$ cat config.mk
export PLATFORM = sky130hd
export DESIGN_NAME = svm_fault_response
export DESIGN_NICKNAME = d
export VERILOG_FILES = /design/src/common/svm_pkg.sv /design/src/common/svm_cmp_if.sv /design/src/core/svm_glitch_filter.sv /design/src/core/svm_fault_response.sv
export SDC_FILE = /design/constraint.sdc
export NUM_CORES = 1
export LEC_CHECK = 0
export ABC_AREA = 1
export BUFFER_PORTS_ARGS = -buffer_cell sky130_fd_sc_hd__buf_2
export CORE_UTILIZATION = 65
export CTS_CLUSTER_DIAMETER = 100
export DETAILED_ROUTE_END_ITERATION = 8
export PLACE_DENSITY = 0.95
export SLEW_MARGIN = 10
export SYNTH_ARGS = -nofsm -noshare
export SYNTH_HDL_FRONTEND = slang
export SYNTH_SLANG_ARGS = --single-unit
export TNS_END_PERCENT = 5
$ cat constraint.sdc
create_clock -name mclk -period 3.35 [get_ports mclk]
set_input_delay 0.1675 -clock mclk [delete_from_list [all_inputs] [get_ports mclk]]
set_output_delay 0.1675 -clock mclk [all_outputs]
set_load 0.03 [all_outputs]
$ cat src/common/svm_pkg.sv
// Purpose: Shared constants and types of the supply monitor response block.
// Assumes: Single 40 MHz clock domain, 16-bit register data.
// Notes: Channel indices order the comparator vector everywhere.
package svm_pkg;

  // ****************************************************************
  // Comparator channels
  // ****************************************************************
  localparam int NCH = 12;
  localparam int CH_XCVR_UV = 0;
  localparam int CH_XCVR_OV = 1;
  localparam int CH_IO_UV = 2;
  localparam int CH_IO_OV = 3;
  localparam int CH_CORE_UV = 4;
  localparam int CH_CORE_OV = 5;
  localparam int CH_SENS_UV = 6;
  localparam int CH_SENS_OV = 7;
  localparam int CH_CPH_OV = 8;
  localparam int CH_CPL_UV = 9;
  localparam int CH_CPL_OV = 10;
  localparam int CH_ANA_OUT = 11;

  // ****************************************************************
  // Timing
  // ****************************************************************
  localparam int CLK_FREQ_MHZ = 40;
  localparam int FILT_TIME_NS = 10000;
  localparam int FILT_CYCLES = (FILT_TIME_NS * CLK_FREQ_MHZ + 999) / 1000;

  // ****************************************************************
  // Register map
  // ****************************************************************
  localparam int ADDR_W = 8;
  localparam int DATA_W = 16;
  localparam logic [ADDR_W-1:0] OFF_STAT_FIRST = 8'h00;
  localparam logic [ADDR_W-1:0] OFF_STAT_SECOND = 8'h04;
  localparam logic [ADDR_W-1:0] OFF_SAFETY = 8'h08;
  localparam logic [ADDR_W-1:0] OFF_CONFIG = 8'h0c;
  localparam logic [ADDR_W-1:0] OFF_IRQ_STAT = 8'h10;
  localparam logic [ADDR_W-1:0] OFF_IRQ_MASK = 8'h14;
  localparam logic [ADDR_W-1:0] OFF_STATE = 8'h18;

  // Status bit positions.
  localparam int B1_ANA = 2;
  localparam int B1_CPL_UV = 3;
  localparam int B1_CPL_OV = 4;
  localparam int B1_CPH_OV = 5;
  localparam int B2_CORE_UV = 0;
  localparam int B2_CORE_OV = 1;
  localparam int B2_IO_UV = 2;
  localparam int B2_IO_OV = 3;
  localparam int B2_XCVR_UV = 4;
  localparam int B2_XCVR_OV = 5;
  localparam int BS_SENS_OV = 4;
  localparam int BS_SENS_UV = 5;

  // Configuration bit positions.
  localparam int CFG_CORE_UNMASK = 0;
  localparam int CFG_ENABLE_DRIVER_OUT_REQ = 1;

  // Reset values.
  localparam logic [DATA_W-1:0] CONFIG_RESET = 16'h0001;
  localparam logic [DATA_W-1:0] IRQ_MASK_RESET = 16'h0000;

  // ****************************************************************
  // Device state
  // ****************************************************************
  typedef enum logic [1:0] {
    SVM_ACTIVE,
    SVM_RESET,
    SVM_STANDBY
  } svm_state_t;

endpackage

$ cat src/common/svm_cmp_if.sv
// Purpose: Carries raw and filtered comparator vectors between modules.
// Assumes: Raw comparator outputs are asynchronous to mclk.
// Notes: The filter drives the filtered vector.
`timescale 1ns/1ps
interface svm_cmp_if;
  import svm_pkg::*;
  logic [NCH-1:0] raw;
  logic [NCH-1:0] filtered;

  modport filter (input raw, output filtered);
  modport core (output raw, input filtered);
endinterface

$ cat src/core/svm_glitch_filter.sv
// Purpose: Synchronise and deglitch every comparator channel.
// Assumes: Raw inputs come from the analog domain, unrelated to mclk.
// Notes: Output changes only after the input held steady FILT_LEN cycles.
`timescale 1ns/1ps
module svm_glitch_filter
  import svm_pkg::*;
#(
  parameter int FILT_LEN = FILT_CYCLES
) (
  // Clock and reset
  input wire logic mclk,
  input wire logic reset_n,
  // Comparator vectors
  svm_cmp_if.filter cmp
);

  localparam int CW = $clog2(FILT_LEN + 1);
  localparam logic [CW-1:0] LAST = CW'(FILT_LEN - 1);

  logic [NCH-1:0] syncA;
  logic [NCH-1:0] syncB;
  logic [NCH-1:0] level;
  logic [CW-1:0] count [NCH];

  // ****************************************************************
  // Two-stage synchroniser
  // ****************************************************************
  always_ff @(posedge mclk or negedge reset_n) begin
    if (!reset_n) begin
      syncA <= '0;
      syncB <= '0;
    end else begin
      syncA <= cmp.raw;
      syncB <= syncA;
    end
  end

  // ****************************************************************
  // Per-channel persistence counters
  // ****************************************************************
  // Both edges are filtered so a flag neither sets nor clears on a spike.
  for (genvar i = 0; i < NCH; i++) begin : g_ch
    always_ff @(posedge mclk or negedge reset_n) begin
      if (!reset_n) begin
        count[i] <= '0;
        level[i] <= 1'b0;
      end else if (syncB[i] == level[i]) begin
        count[i] <= '0;
      end else if (count[i] == LAST) begin
        count[i] <= '0;
        level[i] <= syncB[i];
      end else begin
        count[i] <= count[i] + CW'(1);
      end
    end
  end

  assign cmp.filtered = level;

endmodule

$ cat src/core/svm_fault_response.sv
// Purpose: Supply monitor fault response, status flags and register port.
// Assumes: Comparator outputs are raw; one 40 MHz clock; MCU reads flags.
// Notes: Function
// Function
// Transceiver rail undervoltage sets second status bit 4 only.
// Transceiver rail overvoltage sets second status bit 5, enable low.
// I/O rail undervoltage sets second bit 2, RESET, reset and enable low.
// I/O rail overvoltage sets second bit 3, enable low, state unchanged.
// Core undervoltage sets second bit 0; if unmasked RESET, outputs low.
// Core overvoltage sets second bit 1; if unmasked enable output low.
// Sensor rail sets safety bit 5 undervoltage, bit 4 overvoltage.
// High pump overvoltage sets first bit 5, STANDBY, outputs low.
// Low pump undervoltage sets first bit 3, nothing else changes.
// Low pump overvoltage sets first bit 4, stops regulators, STANDBY.
// Analog monitor supply fault sets first bit 2, POR, STANDBY.
// Status flags read 1 while out of band, 0 while in band.
// Comparator glitches are filtered before any flag is set.
// STANDBY beats RESET beats flag-only; all flags still set.
`timescale 1ns/1ps
module svm_fault_response
  import svm_pkg::*;
#(
  parameter int FILT_LEN = FILT_CYCLES
) (
  // Clock and reset
  input wire logic mclk,
  input wire logic reset_n,
  // Raw comparator outputs
  input wire logic [NCH-1:0] cmpRaw,
  // Register port
  input wire logic [ADDR_W-1:0] regAddr,
  input wire logic [DATA_W-1:0] regWrData,
  input wire logic regWr,
  input wire logic regRd,
  output logic [DATA_W-1:0] regRdData,
  // Device outputs
  output logic mcuResetOut_n,
  output logic enableDriverOut,
  output logic power_on_reset_n,
  output logic regulatorStop,
  output svm_state_t deviceState,
  output logic irq
);

  // ****************************************************************
  // Helpers
  // ****************************************************************
  function automatic logic anyOf(input logic [NCH-1:0] v,
                                 input logic [NCH-1:0] sel);
    anyOf = |(v & sel);
  endfunction

  function automatic logic [NCH-1:0] chBit(input int idx);
    chBit = NCH'(1) << idx;
  endfunction

  // ****************************************************************
  // Glitch filter
  // ****************************************************************
  svm_cmp_if cmp ();
  assign cmp.raw = cmpRaw;

  svm_glitch_filter #(
    .FILT_LEN(FILT_LEN)
  ) u_filter (
    .mclk(mclk),
    .reset_n(reset_n),
    .cmp(cmp.filter)
  );

  logic [NCH-1:0] flt;
  assign flt = cmp.filtered;

  // ****************************************************************
  // Registers
  // ****************************************************************
  logic [DATA_W-1:0] cfgBits;
  logic [DATA_W-1:0] irqMask;
  logic [NCH-1:0] irqStat;
  logic [NCH-1:0] fltPrev;
  logic coreUnmask;
  logic endrvReq;

  assign coreUnmask = cfgBits[CFG_CORE_UNMASK];
  assign endrvReq = cfgBits[CFG_ENABLE_DRIVER_OUT_REQ];

  always_ff @(posedge mclk or negedge reset_n) begin
    if (!reset_n) begin
      cfgBits <= CONFIG_RESET;
    end else if (regWr && regAddr == OFF_CONFIG) begin
      cfgBits <= regWrData;
    end
  end

  always_ff @(posedge mclk or negedge reset_n) begin
    if (!reset_n) begin
      irqMask <= IRQ_MASK_RESET;
    end else if (regWr && regAddr == OFF_IRQ_MASK) begin
      irqMask <= regWrData;
    end
  end

  // ****************************************************************
  // Status flags
  // ****************************************************************
  // Status flags follow the filtered comparator levels live.
  logic [DATA_W-1:0] statFirst;
  logic [DATA_W-1:0] statSecond;
  logic [DATA_W-1:0] statSafety;

  always_comb begin
    statFirst = '0;
    statFirst[B1_ANA] = flt[CH_ANA_OUT];
    statFirst[B1_CPL_UV] = flt[CH_CPL_UV];
    statFirst[B1_CPL_OV] = flt[CH_CPL_OV];
    statFirst[B1_CPH_OV] = flt[CH_CPH_OV];
  end

  always_comb begin
    statSecond = '0;
    statSecond[B2_CORE_UV] = flt[CH_CORE_UV];
    statSecond[B2_CORE_OV] = flt[CH_CORE_OV];
    statSecond[B2_IO_UV] = flt[CH_IO_UV];
    statSecond[B2_IO_OV] = flt[CH_IO_OV];
    statSecond[B2_XCVR_UV] = flt[CH_XCVR_UV];
    statSecond[B2_XCVR_OV] = flt[CH_XCVR_OV];
  end

  always_comb begin
    statSafety = '0;
    statSafety[BS_SENS_UV] = flt[CH_SENS_UV];
    statSafety[BS_SENS_OV] = flt[CH_SENS_OV];
  end

  // ****************************************************************
  // Fault causes
  // ****************************************************************
  // Channels that only flag (transceiver undervoltage, low pump
  // undervoltage, sensor rail) appear in no cause mask.
  logic [NCH-1:0] standbySel;
  logic [NCH-1:0] resetSel;
  logic [NCH-1:0] endrvSel;
  logic standbyCause;
  logic resetCause;
  logic endrvOff;

  always_comb begin
    standbySel = chBit(CH_CPH_OV) | chBit(CH_CPL_OV)
                 | chBit(CH_ANA_OUT);
    resetSel = chBit(CH_IO_UV);
    if (coreUnmask) begin
      resetSel = resetSel | chBit(CH_CORE_UV);
    end
    endrvSel = standbySel | resetSel | chBit(CH_XCVR_OV)
               | chBit(CH_IO_OV);
    if (coreUnmask) begin
      endrvSel = endrvSel | chBit(CH_CORE_OV);
    end
  end

  assign standbyCause = anyOf(flt, standbySel);
  assign resetCause = anyOf(flt, resetSel);
  assign endrvOff = anyOf(flt, endrvSel);

  // ****************************************************************
  // Device state
  // ****************************************************************
  svm_state_t next_state;

  always_comb begin
    case ({standbyCause, resetCause})
      2'b10, 2'b11: next_state = SVM_STANDBY;
      2'b01: next_state = SVM_RESET;
      2'b00: next_state = SVM_ACTIVE;
      default: next_state = SVM_STANDBY;
    endcase
  end

  always_ff @(posedge mclk or negedge reset_n) begin
    if (!reset_n) begin
      deviceState <= SVM_STANDBY;
    end else begin
      deviceState <= next_state;
    end
  end

  // ****************************************************************
  // Output pins
  // ****************************************************************
  // Outputs are registered so the pins never see decode glitches.
  always_ff @(posedge mclk or negedge reset_n) begin
    if (!reset_n) begin
      mcuResetOut_n <= 1'b0;
    end else begin
      mcuResetOut_n <= !(standbyCause || resetCause);
    end
  end

  always_ff @(posedge mclk or negedge reset_n) begin
    if (!reset_n) begin
      enableDriverOut <= 1'b0;
    end else begin
      enableDriverOut <= endrvReq && !endrvOff;
    end
  end

  always_ff @(posedge mclk or negedge reset_n) begin
    if (!reset_n) begin
      regulatorStop <= 1'b0;
      power_on_reset_n <= 1'b0;
    end else begin
      regulatorStop <= flt[CH_CPL_OV];
      power_on_reset_n <= !flt[CH_ANA_OUT];
    end
  end

  // ****************************************************************
  // Interrupts
  // ****************************************************************
  // A new fault in the cycle of the clearing read stays pending.
  logic [NCH-1:0] rise;
  logic irqClr;

  assign rise = flt & ~fltPrev;
  assign irqClr = regRd && regAddr == OFF_IRQ_STAT;

  always_ff @(posedge mclk or negedge reset_n) begin
    if (!reset_n) begin
      fltPrev <= '0;
    end else begin
      fltPrev <= flt;
    end
  end

  always_ff @(posedge mclk or negedge reset_n) begin
    if (!reset_n) begin
      irqStat <= '0;
    end else if (irqClr) begin
      irqStat <= rise;
    end else begin
      irqStat <= irqStat | rise;
    end
  end

  always_ff @(posedge mclk or negedge reset_n) begin
    if (!reset_n) begin
      irq <= 1'b0;
    end else begin
      irq <= anyOf(irqStat, irqMask[NCH-1:0]);
    end
  end

  // ****************************************************************
  // Read port
  // ****************************************************************
  always_ff @(posedge mclk or negedge reset_n) begin
    if (!reset_n) begin
      regRdData <= '0;
    end else if (regRd) begin
      case (regAddr)
        OFF_STAT_FIRST: regRdData <= statFirst;
        OFF_STAT_SECOND: regRdData <= statSecond;
        OFF_SAFETY: regRdData <= statSafety;
        OFF_CONFIG: regRdData <= cfgBits;
        OFF_IRQ_STAT: regRdData <= DATA_W'(irqStat);
        OFF_IRQ_MASK: regRdData <= irqMask;
        OFF_STATE: regRdData <= DATA_W'(deviceState);
        default: regRdData <= '0;
      endcase
    end else begin
      regRdData <= '0;
    end
  end

endmodule

# Word-level counts from Yosys, hierarchy flattened
# Cells that the tools add are included.
[classes] addsub=12 n_eq_ne=33 mux=30 bitwise_logic=18 n_reduce_logical=27
[ops] op="2-to-1 mux 9 bit" n=24
[ops] op="one-hot mux 16 bit (7 select lines)" n=1
[ops] op="adder 9 x 1 -> 9 bit, second input constant" n=12
[ops] op="== test 9 bit, second input constant" n=12
[ops] op="AND 12 bit" n=4
[ops] op="OR reduction 12 bit" n=3
[ops] op="== test 8 x 5 -> 1 bit, second input constant" n=3
[ops] op="AND reduction 2 bit" n=12
[ops] op="== test 8 x 4 -> 1 bit, second input constant" n=2
[ops] op="2-to-1 mux 16 bit" n=1
[ops] op="== test 1 bit" n=12
[ops] op="2-to-1 mux 12 bit" n=1
[ops] op="inverter 1 bit" n=12
[ops] op="inverter 12 bit" n=1
[ops] op="OR 12 bit" n=1
[ops] op="== test 8 x 3 -> 1 bit, second input constant" n=1
[ops] op="logical NOT 8 bit" n=1
[ops] op="2-to-1 mux 6 bit" n=1
[ops] op="one-hot mux 2 bit (3 select lines)" n=1
[ops] op="2-to-1 mux 5 bit" n=1
[ops] op="== test 2 bit, second input constant" n=2
[ops] op="logical AND 1 bit" n=4
[ops] op="logical NOT 1 bit" n=3
[ops] op="OR reduction 3 bit" n=1
[ops] op="other kinds (4)" n=4
[totals] ff_bits=223 input_bits=40 output_inout_bits=23 wordCells=157

# Longest topological paths before layout
# Gate-level depths: netlist of run 1.
[depth] word_depth=6 depth_mapped=10 ltp_nobuf=9

# By module
# A second synthesis of run 1 with hierarchy kept.
[unflattened] hier_cells=1138 hier_area_um2=10050.9
[modules_own_cells] mod="svm_glitch_filter" instances=1 cells_per_inst=765 area_per_inst_um2=6698.9 seq_area_each_um2=3603.5
[modules_own_cells] mod="svm_fault_response" instances=1 cells_per_inst=373 area_per_inst_um2=3352.0 seq_area_each_um2=1954.4

# Least setup slack after synthesis of run 1
# Ideal clock, no wire load.
[synth_path] kind="reg-to-reg" from="register u_filter.count[81] (netlist bit)" to="register u_filter.count[83] (netlist bit)" setup_ns=0.126 t_arrival_ns=1.214 slack_ns=2.010 path_stages_with_launch=7 cell_sequence="dfrtp_1 -> ha_1 -> nand2_1 -> nor2_1 -> nand4_1 -> nand2_1 -> nor3b_1"
[synth_between] elab_chain_len=3
[synth_lines] item="start, declared" line="svm_glitch_filter.sv:23" text="logic [CW-1:0] count [NCH];"
[synth_lines] item="start signal, assigned by index" line="svm_glitch_filter.sv:53" text="count[i] <= count[i] + CW'(1);"
[synth_lines] item="adder 9 x 1 -> 9 bit / == test 9 bit (equally long branches)" line="svm_glitch_filter.sv:53, svm_glitch_filter.sv:49"
[synth_lines] item="2-to-1 mux 9 bit *" line="svm_glitch_filter.sv:49" text="end else if (count[i] == LAST) begin"
[synth_lines] item="2-to-1 mux 9 bit *" line="svm_glitch_filter.sv:47" text="end else if (syncB[i] == level[i]) begin"
# Mark *: on every way between the ends. The rest lies on a longest branch, timed or not.
# A chain may end at the register's enable or synchronous reset.

# Worst setup path in the final report of run 1
[layout_path] from="input regAddr[5]" to="register irqMask[10]"
[layout_between] elab_chain_len=2
[layout_lines] item="start, declared" line="svm_fault_response.sv:31" text="input wire logic [ADDR_W-1:0] regAddr,"
[layout_lines] item="== test 8 x 5 -> 1 bit" line="svm_fault_response.sv:98" text="end else if (regWr && regAddr == OFF_IRQ_MASK) begin"
[layout_lines] item="logical AND 1 bit" line="svm_fault_response.sv:98"
[layout_lines] item="end signal, assigned" line="svm_fault_response.sv:99" text="irqMask <= regWrData;"
[layout_lines] item="end, declared" line="svm_fault_response.sv:78" text="logic [DATA_W-1:0] irqMask;"
# No other way between the ends.

==> flow_summary.json, run 1 <==
{
  "hp-start": "regAddr[0]",
  "peakVddDrop_mv": 0.419,
  "drc": 0,
  "final_cell_mix": "dfrtp_1, nor2_1, nand2_1, inv_1, nand3_1",
  "ys_ff_latch": 222,
  "grt_pass1_wl_um": 36500,
  "async_flop_share_pct": 100,
  "clock.fmax_ghz": 0.517,
  "status": "finished clean",
  "relSlewSlack_pct": 35.5,
  "seq_area_frac_synth_pct": 59.1,
  "grt-ovfl-total": 0,
  "hold_path_class": "in -> reg",
  "power_leakage_nw": 5.27,
  "mappedNetlistNets": 1051,
  "synthFlopType": "dfrtp_1",
  "rows": 43,
  "fin_setup_tns_ns": 0,
  "reg2reg_to": "u_filter.count[83]",
  "finalCriticalPeriod_ns": 1.93,
  "grtUsageTotal_pct": 31.3,
  "drt_first_pass_iters": 7,
  "r2r_setup_slack_ns": 1.60,
  "coreArea_mm2": 0.0140,
  "hold_ws_ns": 0.242,
  "crit_fanout": 31,
  "diodes": 0,
  "worstSkewPairLatency_ns": 0.50,
  "ant_nets": 0,
  "reg2reg_depth": 6,
  "grt_pass1_vias": 7769,
  "antenna_found_initial": 0,
  "netlist_instances": 999,
  "grt_max_degree": 122,
  "die_area_mm2": 0.0150,
  "cts_buffers": 22,
  "numPortBuffers": 62,
  "dieHeight_um": 122,
  "crit_path_end_kind": "flop",
  "critPathKind": "in -> reg",
  "fp.dieW_um": 122,
  "worstSetupStartpointType": "input pin",
  "cts_tree": "done",
  "place_hpwl_um": 13500,
  "root_buffer": "clkbuf_16",
  "hold_violations": 0,
  "path_clk_slew_ns": 0.06,
  "num-fill-cells": 785,
  "netlist_area_mm2": 0.00941,
  "r2r_start": "u_filter.count[81]",
  "drt_iter0_drc": 752,
  "start_util_pct": 67.2,
  "p_per_area_mw_per_mm2": 537,
  "holdPathStages": 6,
  "cts_num_sinks": 222,
  "crit_arrival_ns": 2.28,
  "final_common_cell": "dfrtp_1",
  "grt_setup_unrepaired": "no",
  "nNetsFinal": 1160,
  "ioPinCount": 63,
  "post_synth.cell_area_avg_um2": 9.42,
  "avgRoutedWirePerCell_um": 16.9,
  "drt_wl_total_um": 22000,
  "syn2layout_area_growth_pct": 17.3,
  "hold-path-endpoint": "regRdData[7]",
  "vias": 7669,
  "clock_skew_ns": 0.00886,
  "synth-edff-count": 0,
  "cts_buffer_depth": 3,
  "fin_util_pct": 78.9,
  "period_share_pct": 57.7,
  "finalMaxSlewViolations": 0,
  "htreeDepth": 1,
  "worst_pin_slew_ns": 0.965,
  "max_cap_violations": 0,
  "yosysWarnings": 0,
  "place_congestion": 0.883,
  "crit_required_ns": 3.70,
  "setup_viol": 0,
  "via_per_inst": 5.88,
  "layout-drive-gt1-share_pct": 11.5,
  "yosysUniqueCellTypes": 33
}
-- kinds of logic after synthesis --
kind of cell	share of synthesized area, %
buf+inv	5.76
simple gates	22.1
xor+xnor	4.56
fa+ha+maj	1.60
compound gates	6.94
flops	59.1
-- report_power, final --
| part | internal (W) | total [W] | switching, W | leakage [nW] |
|---|---|---|---|---|
| Clock | 0.00171 | 0.00275 | 0.00105 | 0.394 |
| Sequential | 0.00277 | 0.00285 | 0.0000750 | 2.93 |
| Combinational | 0.000123 | 0.000326 | 0.000203 | 1.95 |
-- critical path: stages --
cell and delay, ns:
buf_2 0.10, inv_1 0.04, nand2_1 0.09, nor2_4 0.32, nand2_1 0.18, inv_1 0.33
nand2_1 0.66, nand2_1 0.27, o21ai_1 0.11
-- final cells by class --
cell class	count	area (µm²)	area share, %
Sequential cell	222	5560	50.4
Clock buffer	28	624	5.66
Tap cell	180	225	2.04
Clock inverter	12	193	1.75
Inverter	113	424	3.84
Timing Repair Buffer	101	706	6.39
Multi-Input combinational cell	648	3310	30.0
-- metal layers --
metal / GRT usage (%) / part of all wire (%)
met5: 0 / 0
met4: 15.8 / 4.5
met2: 54.2 / 51
met1: 37.7 / 38
met3: 5.62 / 7.1
-- timing repair --
action / 4_1_cts / 5_1_grt
resized for setup: 0 / 0
setup buffers: 0 / 0
hold buffers: 32 / 0
endpoints found under the hold margin: 167 / 0
-- metrics by stage --
step	cell area, µm²	cells	setup WS, ns	power [W]
6_report	11000	1304	1.42	0.00593
5_1_grt	11000	1304	1.27	0.00610
4_1_cts	11000	1304	1.52	0.00593
3_5_place_dp	9900	1232	1.03	0.00318
3_3_place_gp	9900	1232	1.24	0.00316
2_1_floorplan	9410	999	2.01	0.00303
-- Yosys cell counts, types with 2 or more instances --
library cell  count  area share [%]
clkbuf_1          2           0.080
a21oi_2          13             1.2
nand2_1         140             5.6
nor3b_1          16             1.3
xnor2_1          18             1.7
dfstp_2           2            0.56
inv_1           113             4.5
buf_6             2            0.24
xor2_1           31             2.9
buf_2             8            0.43
nor2_4            2            0.24
o21ai_0          32             1.7
nand4_1          16             1.1
nor3_1           51             2.7
nand3_1          86             4.6
ha_1             12             1.6
a31oi_1           6            0.40
nor2_1          155             6.2
a221oi_1          3            0.28
a21oi_1          41             2.2
dfrtp_1         220              59
nor2_2            3            0.20
o21ai_1          16            0.85
o22ai_1           2            0.13
-- state kept, by name, indices dropped and copies added (netlist names), 2 cells and up --
register	cells
u_filter.count	108
cfgBits	16
irqMask	16
regRdData	16
fltPrev	12
irqStat	12
u_filter.cmp.filtered	12
u_filter.syncA	12
u_filter.syncB	12
deviceState	2
-- worst max path at each step --
stage                                   from                  to  slack [ns]  depth (start not counted)
after floorplan           u_filter.count[81]  u_filter.count[83]        2.01                          6
after global placement            regAddr[5]          irqMask[4]        1.24                          9
after detailed placement          regAddr[5]          irqMask[2]        1.03                          9
after CTS                         regAddr[5]          irqMask[6]        1.52                          9
after global routing              regAddr[5]          irqMask[6]        1.27                          9
final                             regAddr[5]         irqMask[10]        1.42                          9
Power figures use the tool's default switching activity.
==> run 2, diff against run 1 <==
CORE_UTILIZATION = 54   (was 65)
PLACE_DENSITY = 0.85   (was 0.95)
clock period = 1.7 ns   (was 3.35 ns; I/O delays follow)
==> run 2 against run 1 <==
Effect of this change:
- count of clock-buffer cells in the layout up 6
- combinational power up 100%
- flip-flop and latch count unchanged
- critical path depth down 3
- die area up 20%
- worst setup slack worse by 1.3 ns
- power up 92%
- core utilization down 12 points
- clock skew up 0.0023 ns
- clock power up 87%
- register-to-register slack worse by 1.5 ns
- non-clock buffer count up 13
- largest power group unchanged
==> flow_summary.json, run 2 (synthesis gave the netlist of run 1 again) <==
{
  "switching_power_w": 0.00262,
  "worstSkewPairLatency_ns": 0.52,
  "crit_fanout": 8,
  "finalMaxSlewViolations": 0,
  "instances_no_fill": 1358,
  "fin_util_pct": 66.5,
  "critPathKind": "reg -> reg",
  "cts_buffer_depth": 3,
  "worstPathCellList": "ha_1 > nand3_1 > inv_1 > nand4_1 > nand2_1 > nor3b_1",
  "status": "finished clean",
  "worst_pin_slew_ns": 0.473,
  "placed_cells": 1286,
  "crit_arrival_ns": 2.01,
  "relSlewSlack_pct": 68.4,
  "max_cap_violations": 0,
  "drc": 0,
  "grt_max_degree": 61,
  "ant_nets": 0,
  "cts_buffers": 24,
  "dieHeight_um": 134,
  "r2r_setup_slack_ns": 0.11,
  "largest_reg_flops": 108,
  "crit_required_ns": 2.12,
  "worstSetupStartpointType": "flop",
  "diodes": 0,
  "place_congestion": 0.870,
  "drt_iter0_drc": 561,
  "clock.fmax_ghz": 0.631,
  "path_delay_family": "simple AND/OR/NAND/NOR gates",
  "period_share_pct": 93.2,
  "layout-drive-gt1-share_pct": 12.7,
  "crit_path_end_kind": "flop",
  "avgRoutedWirePerCell_um": 15.0,
  "drt_wl_total_um": 20400,
  "reg2reg_to": "u_filter.count[57]",
  "antenna_found_initial": 0,
  "drt_first_pass_iters": 5,
  "root_buffer": "clkbuf_16",
  "sw_frac_of_total_pct": 23.0,
  "coreArea_mm2": 0.0168,
  "htreeDepth": 1,
  "ioPinCount": 63,
  "pwr-share-seq_pct": 49.3,
  "r2r_start": "u_filter.count[54]",
  "final_common_cell": "dfrtp_1",
  "hold_ws_ns": 0.100,
  "hold_path_class": "in -> async",
  "peakVddDrop_mv": 0.792,
  "critPathSlowestCell": "dfrtp_1",
  "worst-path-buf-inv": 1,
  "hold_violations": 0,
  "syn2layout_area_growth_pct": 18.8,
  "vias": 7326,
  "nNetsFinal": 1175,
  "grt_pass1_wl_um": 34100,
  "combPwrFrac_pct": 5.7,
  "top_register": "u_filter.count",
  "critPathMaxStageDelay_ns": 0.39,
  "critPathLaunch": "u_filter.count[54]",
  "die_area_mm2": 0.0180,
  "p_per_area_mw_per_mm2": 1020,
  "crit_end": "u_filter.count[57]",
  "reg2reg_depth": 6,
  "path_clk_slew_ns": 0.06,
  "post-cts-setup-buffers": 0,
  "start_util_pct": 55.9,
  "grt-ovfl-total": 0,
  "cp.depth": 6,
  "cts_num_sinks": 222,
  "grt_pass1_vias": 7356,
  "fin_setup_tns_ns": 0,
  "rows": 47,
  "finalCriticalPeriod_ns": 1.59,
  "setup_viol": 0,
  "final_cell_mix": "dfrtp_1, nor2_1, nand2_1, inv_1, nand3_1",
  "numPortBuffers": 62,
  "clock_skew_ns": 0.0111,
  "fp.dieW_um": 134,
  "place_hpwl_um": 13100,
  "power_leakage_nw": 5.33,
  "clockPowerShare_pct": 45.0,
  "grtUsageTotal_pct": 23.7,
  "cts_tree": "done",
  "power.internal_w": 0.00877,
  "grt_setup_unrepaired": "no",
  "via_per_inst": 5.39
}
[run 2: layout make-up]
class                   count  area, µm²
clock inverters             7       78.8
fillers                  1247       5640
multi-input cells         648       3310
flip-flops and latches    222       5560
well taps                 220        275
inverters                 113        424
repair buffers            114        826
clock buffers              34        708
[run 2: repair_timing]
action,4_1_cts,5_1_grt
gates resized for setup,0,1
setup endpoints to repair,0,3
hold endpoints to repair,271,0
hold buffers,31,0
[run 2: stage by stage]
| stage | setup WS, ns | power, W | area (µm²) |
|---|---|---|---|
| 4_1_cts | 0.111 | 0.0115 | 11200 |
| 2_1_floorplan | 0.360 | 0.00598 | 9410 |
| 3_3_place_gp | 0.240 | 0.00626 | 10100 |
| 5_1_grt | 0.000587 | 0.0118 | 11200 |
| 6_report | 0.115 | 0.0114 | 11200 |
| 3_5_place_dp | 0.127 | 0.00629 | 10100 |
[run 2: power groups by stage]
stage / Clock [W] / Sequential (W) / Combinational, W
finish: 0.00513 / 0.00561 / 0.000652
global placement: 0 / 0.00569 / 0.000571
global route: 0.00539 / 0.00563 / 0.000740
detailed placement: 0 / 0.00570 / 0.000594
floorplan: 0 / 0.00568 / 0.000297
CTS: 0.00520 / 0.00561 / 0.000658
[run 2: worst min path at each step]
stage	startpoint	to	slack (ns)
floorplan	reset_n	cfgBits[10]	-0.21
global placement	reset_n	u_filter.syncB[6]	0.06
detailed placement	reset_n	u_filter.syncB[6]	0.06
CTS	reset_n	u_filter.syncB[6]	0.11
global route	reset_n	u_filter.syncB[6]	0.13
finish	reset_n	u_filter.syncB[6]	0.10
[run 2: worst reg2reg max path, stage by stage (launching register included)]
cell and delay, ns:
dfrtp_1 0.39, ha_1 0.23, nand3_1 0.15, inv_1 0.08, nand4_1 0.15, nand2_1 0.20
nor3b_1 0.27
[run 2: routing by layer]
metal  global-route usage [%]  share of wire, %  vias up
li1                         -                 -     3504
met1                     29.6                41     3505
met2                     41.7                51      253
met3                     3.59               5.0       64
met4                     8.59               3.1        0
met5                        0                 0        -
==> run 3, diff against run 2 <==
MAX_ROUTING_LAYER = met4   (was not set)
==> run 3 against run 2 <==
Effect of this change:
- global-route usage is 0.81 points higher
- sequential power hardly changed
- sequential share of layout area stayed put
- clock power hardly changed
- flip-flop and latch count stayed put
- critical path type unchanged
- largest power group unchanged
- highest routed layer unchanged
==> flow_summary.json, run 3 (synthesis gave the netlist of run 1 again) <==
{
  "worstSetupStartpointType": "flop",
  "pwr-share-seq_pct": 49.2,
  "grt_pass1_vias": 7353,
  "critPathSlowestCell": "dfrtp_1",
  "setup_viol": 0,
  "peakVddDrop_mv": 0.792,
  "clock.fmax_ghz": 0.629,
  "avgRoutedWirePerCell_um": 15.1,
  "die_area_mm2": 0.0180,
  "top_register": "u_filter.count",
  "root_buffer": "clkbuf_16",
  "finalCriticalPeriod_ns": 1.59,
  "coreArea_mm2": 0.0168,
  "ant_nets": 0,
  "cts_buffer_depth": 3,
  "grtUsageTotal_pct": 24.5,
  "post-cts-setup-buffers": 0,
  "finalMaxSlewViolations": 0,
  "ioPinCount": 63,
  "drt_iter0_drc": 564,
  "power.internal_w": 0.00877,
  "fin_util_pct": 66.5,
  "crit_required_ns": 2.12,
  "critPathKind": "reg -> reg",
  "hold_violations": 0,
  "place_hpwl_um": 13100,
  "diodes": 0,
  "cts_buffers": 24,
  "path_clk_slew_ns": 0.06,
  "max_cap_violations": 0,
  "hold_path_class": "in -> async",
  "grt_max_degree": 61,
  "drt_first_pass_iters": 7,
  "p_per_area_mw_per_mm2": 1020,
  "worst_pin_slew_ns": 0.489,
  "grt_pass1_wl_um": 34100,
  "syn2layout_area_growth_pct": 18.8,
  "htreeDepth": 1,
  "start_util_pct": 55.9,
  "crit_fanout": 8,
  "grt_setup_unrepaired": "no",
  "vias": 7335,
  "antenna_found_initial": 0,
  "fp.dieW_um": 134,
  "nNetsFinal": 1175,
  "critPathMaxStageDelay_ns": 0.39,
  "relSlewSlack_pct": 67.3,
  "worstSkewPairLatency_ns": 0.52,
  "period_share_pct": 93.6,
  "dieHeight_um": 134,
  "switching_power_w": 0.00262,
  "fin_setup_tns_ns": 0,
  "rows": 47,
  "drt_wl_total_um": 20500,
  "final_cell_mix": "dfrtp_1, nor2_1, nand2_1, inv_1, nand3_1",
  "largest_reg_flops": 108,
  "r2r_setup_slack_ns": 0.11,
  "final_common_cell": "dfrtp_1",
  "crit_path_end_kind": "flop",
  "sw_frac_of_total_pct": 23.0,
  "layout-drive-gt1-share_pct": 12.7,
  "combPwrFrac_pct": 5.7,
  "clock_skew_ns": 0.0135,
  "worstPathCellList": "ha_1 > nand3_1 > inv_1 > nand4_1 > nand2_1 > nor3b_1",
  "place_congestion": 0.885,
  "cts_num_sinks": 222,
  "numPortBuffers": 62,
  "cts_tree": "done",
  "status": "finished clean",
  "via_per_inst": 5.40,
  "clockPowerShare_pct": 45.0,
  "crit_arrival_ns": 2.01,
  "drc": 0,
  "grt-ovfl-total": 0,
  "power_leakage_nw": 5.33
}
run 3: cell counts in the layout (fill, tap and decap cells not counted):
No cell type changed its count.
run 3: power groups by stage:
stage	registers (W)	logic, W	clock network [W]
6_report	0.00561	0.000653	0.00513
3_5_place_dp	0.00570	0.000594	0
4_1_cts	0.00561	0.000658	0.00520
2_1_floorplan	0.00568	0.000297	0
3_3_place_gp	0.00569	0.000571	0
5_1_grt	0.00563	0.000741	0.00540
run 3: timing repair:
action | CTS | global route
hold endpoints to repair | 271 | 0
gates resized for setup | 0 | 1
hold buffers | 31 | 0
setup endpoints to repair | 0 | 3
run 3: layer usage:
layer	part of all wire (%)	GRT usage [%]
met1	41	29.9
met2	51	41.7
met5	0	-
met4	3.0	8.59
met3	5.2	3.55
run 3: worst paths after layout:
path | start | end | depth (start not counted)
min in group mclk | regAddr[0] | regRdData[14] | 6
min | reset_n | u_filter.syncB[6] | 2
min reg2reg | u_filter.syncA[8] | u_filter.syncB[8] | 0
max reg2reg | u_filter.count[54] | u_filter.count[57] | 6
max in group asynchronous | reset_n | cfgBits[0] | 3
max | u_filter.count[54] | u_filter.count[57] | 6
run 3: stage by stage:
stage / instances / power (W) / hold WS [ns] / setup slack, ns / area (µm²)
2_1_floorplan: 999 / 0.00598 / -0.211 / 0.360 / 9410
3_3_place_gp: 1286 / 0.00626 / 0.0593 / 0.240 / 10100
3_5_place_dp: 1286 / 0.00629 / 0.0615 / 0.127 / 10100
4_1_cts: 1358 / 0.0115 / 0.109 / 0.111 / 11200
5_1_grt: 1358 / 0.0118 / 0.132 / 0.000587 / 11200
6_report: 1358 / 0.0114 / 0.107 / 0.109 / 11200
run 3: worst max-delay path: cells and delay by family (launching register included):
family,cells,cell delay (ns)
simple gates,4,0.78
flops,1,0.39
fa+ha+maj,1,0.23
buf+inv,1,0.08
run 3: area by class of cell:
class	count	area [µm²]
Timing Repair Buffer	114	826
Tap cell	220	275
Sequential cell	222	5560
Clock buffer	34	708
Multi-Input combinational cell	648	3310
Inverter	113	424
Clock inverter	7	78.8
Fill cell	1247	5640
